<file path="src/sac_pkg.sv">
// Constants and types shared by the converter control logic.
// Overview of operation
// - High result register holds result bits nine..two.
// - Low register holds bits one..zero, rest zero.
// - Input above reference saturates result to full scale.
// - Input below reference gives zero result.
// - Converter-on bit starts continuous repeated conversion.
// - Clearing converter-on stops conversion in progress.
// - Conversion end stores result, sets done flag.
// - Done flag clears on high read or write.
// - Control bits writable, done flag read only.
// - Channel change aborts, clears done, restarts conversion.
// - Four-bit channel field selects inputs 0 to 15.
// - Slow and speed bits choose converter clock divider.
// - Low register read freezes both result registers.
// - Freeze released by high read or converter off.
// - Frozen registers hold new results back until released.
// - Wait mode leaves converter operation unchanged.
// - Reset clears control and both result registers.
package sac_pkg;
    localparam int unsigned ADDR_W        = 8;
    localparam int unsigned DATA_W        = 8;
    localparam int unsigned RES_W         = 10;
    localparam int unsigned CH_W          = 4;
    localparam logic [7:0]  OFS_CSR       = 8'h45;
    localparam logic [7:0]  OFS_RES_HIGH  = 8'h46;
    localparam logic [7:0]  OFS_RES_LOW   = 8'h47;
    localparam logic [7:0]  CSR_RESET     = 8'h00;
    localparam logic [7:0]  RES_RESET     = 8'h00;
    localparam int unsigned BIT_DONE      = 7;
    localparam int unsigned BIT_SPEED     = 6;
    localparam int unsigned BIT_ON        = 5;
    localparam int unsigned BIT_SLOW      = 4;
    localparam logic [9:0]  RES_FULL      = 10'h3FF;
    localparam logic [9:0]  RES_ZERO      = 10'h000;
    // Conversion takes one sample step plus one step per result bit.
    localparam logic [3:0]  CONV_STEPS    = 4'hB;
    // Divider terminal counts: divide by one, two and four.
    localparam logic [1:0]  DIV1_LAST     = 2'h0;
    localparam logic [1:0]  DIV2_LAST     = 2'h1;
    localparam logic [1:0]  DIV4_LAST     = 2'h3;
    typedef enum logic [1:0] {
        SAC_OFF,
        SAC_SAMPLE,
        SAC_CONVERT
    } sac_state_t;
endpackage

</file>
<file path="src/sac_adc_ctrl.sv">
// Control, clock selection and result handling for a 10-bit SAR converter.
`timescale 1ns/1ps
module sac_adc_ctrl (
    // Clock, reset and enable
    input  wire logic        clk_sys_in,
    input  wire logic        rst_n_in,
    input  wire logic        clk_en_in,
    // Wishbone classic slave
    input  wire logic        wb_cyc_in,
    input  wire logic        wb_stb_in,
    input  wire logic        wb_we_in,
    input  wire logic [7:0]  wb_adr_in,
    input  wire logic [0:0]  wb_sel_in,
    input  wire logic [7:0]  wb_dat_in,
    output logic      [7:0]  wb_dat_out,
    output logic             wb_ack_out,
    // Analog front end: asynchronous comparator and range detector inputs, registered control outputs
    input  wire logic        cmp_high_in,
    input  wire logic        above_ref_in,
    input  wire logic        below_ref_in,
    output logic      [3:0]  input_select_out,
    output logic             converter_on_out,
    output logic             sample_out,
    output logic      [9:0]  trial_code_out
);
    logic [7:0]           conv_control_status;
    logic [9:0]           result;
    logic                 frozen;
    logic [9:0]           pending;
    logic                 pending_valid;
    sac_pkg::sac_state_t  state;
    logic [3:0]           step;
    logic [9:0]           sar;
    logic [1:0]           div_cnt;
    logic [1:0]           div_last;
    logic                 adc_tick;
    logic [2:0]           cmp_sync;
    logic [2:0]           above_sync;
    logic [2:0]           below_sync;
    logic                 bus_req;
    logic                 wr_csr;
    logic                 rd_high;
    logic                 rd_low;
    logic                 ch_change;
    logic                 conv_done;
    logic [9:0]           final_code;
    logic [9:0]           trial_bit;

    assign bus_req   = wb_cyc_in && wb_stb_in && !wb_ack_out && clk_en_in;
    assign wr_csr    = bus_req && wb_we_in && wb_sel_in[0]
                       && wb_adr_in == sac_pkg::OFS_CSR;
    assign rd_high   = bus_req && !wb_we_in
                       && wb_adr_in == sac_pkg::OFS_RES_HIGH;
    assign rd_low    = bus_req && !wb_we_in
                       && wb_adr_in == sac_pkg::OFS_RES_LOW;
    assign ch_change = wr_csr && wb_dat_in[3:0] != conv_control_status[3:0];

    // Three-stage synchronisers; only the third stage feeds logic.
    always_ff @(posedge clk_sys_in) begin
        if (!rst_n_in) begin
            cmp_sync   <= 3'h0;
            above_sync <= 3'h0;
            below_sync <= 3'h0;
        end else if (clk_en_in) begin
            cmp_sync   <= {cmp_sync[1], cmp_sync[0], cmp_high_in};
            above_sync <= {above_sync[1], above_sync[0], above_ref_in};
            below_sync <= {below_sync[1], below_sync[0], below_ref_in};
        end
    end

    // Speed/slow: 00 and 11 give /2, speed alone /1, slow alone /4.
    // The /1 setting is only legal with a CPU clock at or below 4 MHz.
    always_comb begin
        unique case ({conv_control_status[sac_pkg::BIT_SLOW],
                      conv_control_status[sac_pkg::BIT_SPEED]})
            2'h1:    div_last = sac_pkg::DIV1_LAST;
            2'h2:    div_last = sac_pkg::DIV4_LAST;
            default: div_last = sac_pkg::DIV2_LAST;
        endcase
    end
    assign adc_tick = div_cnt == div_last;

    always_ff @(posedge clk_sys_in) begin
        if (!rst_n_in) begin
            div_cnt <= 2'h0;
        end else if (clk_en_in) begin
            // The divider runs whenever the converter is on, so that the
            // first tick after power-up also arrives in the slower settings.
            if (!conv_control_status[sac_pkg::BIT_ON] || adc_tick || ch_change)
                div_cnt <= 2'h0;
            else
                div_cnt <= div_cnt + 2'h1;
        end
    end

    assign trial_bit = 10'h200 >> (step - 4'h1);
    assign final_code = above_sync[2] ? sac_pkg::RES_FULL :
                        below_sync[2] ? sac_pkg::RES_ZERO :
                        (cmp_sync[2] ? sar : (sar & ~trial_bit));
    assign conv_done = state == sac_pkg::SAC_CONVERT && adc_tick
                       && step == sac_pkg::CONV_STEPS - 4'h1 && !ch_change;

    // Sequencer. Wait mode needs no handling here; halt is modelled by
    // the clock enable, which freezes all state.
    always_ff @(posedge clk_sys_in) begin
        if (!rst_n_in) begin
            state <= sac_pkg::SAC_OFF;
            step  <= 4'h0;
            sar   <= 10'h000;
        end else if (clk_en_in) begin
            if (!conv_control_status[sac_pkg::BIT_ON]) begin
                state <= sac_pkg::SAC_OFF;
                step  <= 4'h0;
            end else if (ch_change) begin
                state <= sac_pkg::SAC_SAMPLE;
                step  <= 4'h0;
            end else if (adc_tick) begin
                unique case (state)
                    sac_pkg::SAC_OFF: begin
                        state <= sac_pkg::SAC_SAMPLE;
                        step  <= 4'h0;
                    end
                    sac_pkg::SAC_SAMPLE: begin
                        state <= sac_pkg::SAC_CONVERT;
                        step  <= 4'h1;
                        sar   <= 10'h200;
                    end
                    sac_pkg::SAC_CONVERT: begin
                        if (step == sac_pkg::CONV_STEPS - 4'h1) begin
                            state <= sac_pkg::SAC_SAMPLE;
                            step  <= 4'h0;
                        end else begin
                            sar  <= (cmp_sync[2] ? sar : (sar & ~trial_bit))
                                    | (trial_bit >> 1);
                            step <= step + 4'h1;
                        end
                    end
                endcase
            end
        end
    end

    // Control/status register; done flag is hardware owned.
    always_ff @(posedge clk_sys_in) begin
        if (!rst_n_in) begin
            conv_control_status <= sac_pkg::CSR_RESET;
        end else if (clk_en_in) begin
            if (wr_csr)
                conv_control_status[6:0] <= wb_dat_in[6:0];
            // Set wins over clear when both land in one cycle.
            if (conv_done)
                conv_control_status[sac_pkg::BIT_DONE] <= 1'b1;
            else if (wr_csr || rd_high || ch_change)
                conv_control_status[sac_pkg::BIT_DONE] <= 1'b0;
        end
    end

    // Result registers with read lock. A result that completes while
    // locked is parked and lands once the high byte has been read or the converter is switched off.
    always_ff @(posedge clk_sys_in) begin
        if (!rst_n_in) begin
            result        <= {sac_pkg::RES_RESET, 2'h0};
            frozen        <= 1'b0;
            pending       <= 10'h000;
            pending_valid <= 1'b0;
        end else if (clk_en_in) begin
            if (rd_low)
                frozen <= 1'b1;
            else if (rd_high || !conv_control_status[sac_pkg::BIT_ON])
                frozen <= 1'b0;
            if (conv_done && (frozen || rd_low)) begin
                pending       <= final_code;
                pending_valid <= 1'b1;
            end else if (conv_done) begin
                result        <= final_code;
                pending_valid <= 1'b0;
            end else if (pending_valid && !frozen) begin
                result        <= pending;
                pending_valid <= 1'b0;
            end
        end
    end

    // Single-cycle Wishbone answer; unmapped addresses read as zero.
    always_ff @(posedge clk_sys_in) begin
        if (!rst_n_in) begin
            wb_ack_out <= 1'b0;
            wb_dat_out <= 8'h00;
        end else if (clk_en_in) begin
            wb_ack_out <= bus_req;
            if (bus_req && !wb_we_in) begin
                unique case (wb_adr_in)
                    sac_pkg::OFS_CSR:      wb_dat_out <= conv_control_status;
                    sac_pkg::OFS_RES_HIGH: wb_dat_out <= result[9:2];
                    sac_pkg::OFS_RES_LOW:
                        wb_dat_out <= {6'h00, result[1:0]};
                    default:               wb_dat_out <= 8'h00;
                endcase
            end else begin
                wb_dat_out <= 8'h00;
            end
        end
    end

    // Analog-facing controls, registered.
    always_ff @(posedge clk_sys_in) begin
        if (!rst_n_in) begin
            input_select_out <= 4'h0;
            converter_on_out <= 1'b0;
            sample_out       <= 1'b0;
            trial_code_out   <= 10'h000;
        end else if (clk_en_in) begin
            input_select_out <= conv_control_status[3:0];
            converter_on_out <= conv_control_status[sac_pkg::BIT_ON];
            sample_out       <= state == sac_pkg::SAC_SAMPLE;
            trial_code_out   <= sar;
        end
    end
endmodule // sac_adc_ctrl

</file>
<file path="config.mk">
export PLATFORM = sky130hd
export DESIGN_NAME = sac_adc_ctrl
export DESIGN_NICKNAME = d
export VERILOG_FILES = /design/src/sac_pkg.sv /design/src/sac_adc_ctrl.sv
export SDC_FILE = /design/constraint.sdc
export NUM_CORES = 1
export LEC_CHECK = 0
export BUFFER_PORTS_ARGS = -buffer_cell sky130_fd_sc_hd__buf_2
export CORE_MARGIN = 10
export CORE_UTILIZATION = 52
export CTS_CLUSTER_SIZE = 12
export DETAILED_ROUTE_END_ITERATION = 8
export PLACE_DENSITY = 0.76
export SYNTH_ARGS = -nofsm -noshare
export SYNTH_HDL_FRONTEND = slang
export SYNTH_SLANG_ARGS = --single-unit
</file>
<file path="constraint.sdc">
create_clock -name clk_sys_in -period 2.4 [get_ports clk_sys_in]
set_input_delay 0.48 -clock clk_sys_in [delete_from_list [all_inputs] [get_ports clk_sys_in]]
set_output_delay 0.48 -clock clk_sys_in [all_outputs]
set_load 0.01 [all_outputs]
</file>
==> summary.md <==
| Metric | Value |
|---|---|
| Critical Path AT | 2.50 ns |
| EDFF count, synth | 0 |
| Switching fraction of total power | 22.3% |
| Slew at the pin closest to its max-slew limit | 0.620 ns |
| Area leader, netlist | dfxtp_1 |
| Critical path cell sequence | or4b_1, o211a_2, a211oi_4, buf_4, nor3_1, a221o_1 |
| CP Class | reg2reg |
| Number of fill cells | 626 |
| Area of placed instances | 4400 µm² |
| Avg WL per Cell | 16.2 µm |
| Core area | 7210 µm² |
| CTS tree | yes |
| Max Cap Violations | 0 |
| Placement Rows | 31 |
| Register area share after synthesis | 42.6% |
| Relative slew margins | 58.6% |
| GR Util All Layers | 17.5% |
| Die footprint | 11300 µm² |
| Crit path required time | 2.65 ns |
| Routed Antenna Nets | 0 |
| Net Switching | 567 µW |
| Final Hold Viols | 0 |
| Detailed-route wire length | 9810 µm |
| Initial DRC count | 149 |
| Outcome | finished, final reports clean |
| Power, Total | 2.55 mW |
| Crit Path Max Fanout | 19 |
| DPL Wire Length | 7030 µm |
| Most common cell in the netlist | dfxtp_1 |
| Sequential cell area | 1640 µm² |
| Cell area after layout | 4660 µm² |
| Seq pwr share | 53.8% |
| Post-synth top cells | 82 x dfxtp_1, 55 x nor2_1, 41 x mux2i_1, 41 x nand2_1, 20 x clkbuf_1 |
| Vias in the first global route | 3464 |
| Share of layout cells above drive strength 1 | 22.2% |
| P&R area growth vs syn | 20.9% |
| Crit path launch type | flop |
| # diodes | 0 |
| Nets | 529 |
| Net count after synthesis | 458 |
| Clock power frac | 40.9% |
| Cells after synthesis | 430 |
| Final period utilization | 93.8% |
| Setup Viol. Count Final | 0 |
| TritonCTS Buffers | 9 |
| CP max stage cell | or4b_1 |
| Most used DFF post-synth | dfxtp_1 |
| DIE WIDTH | 106 µm |
| RSZ-0062 raised after global routing | no |
| Worst-Skew Late Latency | 0.37 ns |
| Clock Skews | 0.00856 ns |
| I/O Buffers | 49 |
| Leakage | 1.85 nW |
| Synth top area share | 42.6% |
| FMAX | 444 MHz |
| Drt pass-1 iters | 4 |
| Critical Path End Type | flop |
| RePlAce Congestion | 0.856 |
| Flops & latches, synth | 82 |
| Crit path time final | 2.25 ns |
| Die H | 106 µm |
| Total grt overflow | 0 |
| Initial antenna violation count | 0 |
| Synth Area per Inst | 8.96 µm² |
| Worst hold-check path type | in2reg |
| CP max stage delay | 0.55 ns |
| Maximum vdd drop | 0.377 mV |
| Global-route wire length before repair | 16600 µm |
| Starting Density | 53.4% |
| TritonCTS Sinks | 82 |
| Mapped Area | 3850 µm² |
| Vias | 3436 |
| Multi-input logic area | 2070 µm² |
| CTS H-tree depth | 3 |
| PD cells | 546 nW/µm² |
| Drt drc | 0 |
| Max-slew violation count | 0 |
| Vias per inst | 5.69 |
| Root Driver | clkbuf_8 |
| Clock Pin Slew Worst Setup and Hold Paths | 0.08 ns |
| CP Buf/Inv Count | 1 |
| Crit path max-delay family | compound AO/OA/AOI/OAI gates |
| Comb pwr share | 5.3% |
| Max Buffers Root-to-Sink | 2 |
| Cell internal pwr | 1.98 mW |
| Top Ports | 51 |
| Post-synth cell types | 60 |
| Top cells by area, synth | dfxtp_1 43%, mux2i_1 11%, nor2_1 5.4% |
| Warnings from Yosys | 0 |
| Largest net degree at the start of global routing | 38 |
| Asr flop ratio synth | 0% |
==> state kept, by name, indices dropped and copies added, names as in the netlist <==
| signal | count |
|---|---|
| conv_control_status | 8 |
| result | 10 |
| sample_out | 1 |
| pending_valid | 1 |
| div_cnt | 2 |
| input_select_out | 4 |
| state | 2 |
| above_sync | 3 |
| below_sync | 3 |
| wb_dat_out | 8 |
| cmp_sync | 3 |
| sar | 10 |
| converter_on_out | 1 |
| frozen | 1 |
| wb_ack_out | 1 |
| pending | 10 |
| trial_code_out | 10 |
| step | 4 |
==> per-stage QoR <==
step	TNS (ns)	setup slack, ns	util (%)	hold WS [ns]	instances
after global placement	-1.60	-0.223	61.0	0.453	586
final	0	0.149	64.6	0.344	604
after CTS	0	0.119	64.0	0.344	601
after global routing	0	0.0512	64.6	0.380	604
after detailed placement	-2.32	-0.260	61.0	0.458	586
after floorplan	0	0.0738	-	0.444	430
==> cell type report <==
cell class,count,share of cell area (%)
multi-input combinational,311,44.4
clock buffer,13,3.62
clock inverter,2,0.751
tap,99,2.66
inverter,9,0.725
timing repair buffer,88,12.6
sequential,82,35.2
==> power by group through the flow <==
stage | Sequential, mW | Clock [mW] | Combinational, mW
floorplan | 1.40 | 0 | 0.0761
global placement | 1.40 | 0 | 0.131
detailed placement | 1.40 | 0 | 0.135
CTS | 1.37 | 1.05 | 0.135
global route | 1.37 | 1.11 | 0.148
finish | 1.37 | 1.04 | 0.135
==> path summary, 6_finish.rpt <==
path / slack, ns / cells after the start / end / startpoint
worst max register to register: 0.15 / 6 / result[6] / conv_control_status[6]
worst min register to register: 0.47 / 2 / converter_on_out / converter_on_out
worst min-delay path: 0.34 / 3 / above_sync[0] / above_ref_in
worst max-delay path: 0.15 / 6 / result[6] / conv_control_status[6]
==> worst reg2reg max path: cells and delay by family, from the launching register on <==
kind	cells	cell delay, ns
and+or+nand+nor	2	0.63
AOI/OAI and AO/OA	3	0.86
buffers and inverters	1	0.30
DFF	1	0.35
==> layer usage <==
layer  up-vias  wire length, µm  global-route usage [%]
met2        84             4810                    29.4
met4         0              180                    7.64
li1       1702                -                       -
met1      1632             4400                    21.4
met3        18              407                    3.14
met5         -                0                       0
==> cell families (layout without fill, tap and decap cells) <==
logic type / count (synthesis) / in the layout / share of synthesized area (%)
fa+ha+maj: 2 / 2 / 0.649
xor+xnor: 5 / 5 / 1.14
compound gates: 104 / 104 / 20.0
simple gates: 156 / 156 / 20.0
flops: 82 / 82 / 42.6
buf+inv: 37 / 112 / 3.89
mux: 44 / 44 / 11.8
==> cells in the final DEF, fill, tap and decap left out, types with 2 or more instances in the layout <==
master	netlist	routed
or4b_1	2	2
and3_1	2	2
o21ai_0	12	12
nand2b_1	7	7
nor2b_1	6	6
or3_1	2	2
mux2_2	2	2
a21boi_0	6	6
xnor2_1	5	5
o211ai_1	3	3
nor3b_1	3	3
a21oi_1	16	16
buf_2	2	49
nand3_1	6	6
a211oi_4	1	2
and2_1	3	3
buf_12	0	4
a21o_1	3	3
mux2i_1	41	41
a22o_1	8	8
nor2_1	55	55
a31oi_1	3	3
o21ai_1	4	4
a41oi_1	5	5
o21a_1	3	3
nand3b_1	2	2
ha_1	2	2
dfxtp_1	82	82
nand4b_1	5	5
a211oi_1	4	4
a21boi_1	2	2
nor4_1	4	4
a221o_1	11	11
clkbuf_8	0	12
buf_4	2	35
inv_1	8	8
nor3_1	12	12
a22oi_1	8	8
nand2_1	41	41
o22ai_1	4	4
==> repair_timing <==
item / CTS / global route
buffers inserted: 0 / 3
resized for setup: 1 / 0
pin swaps: 0 / 1
hold buffers: 0 / 0
setup endpoints to repair: 7 / 3
gates cloned: 0 / 0
hold endpoints to repair: 0 / 0
Note: power is estimated with default switching activity, not from simulation.
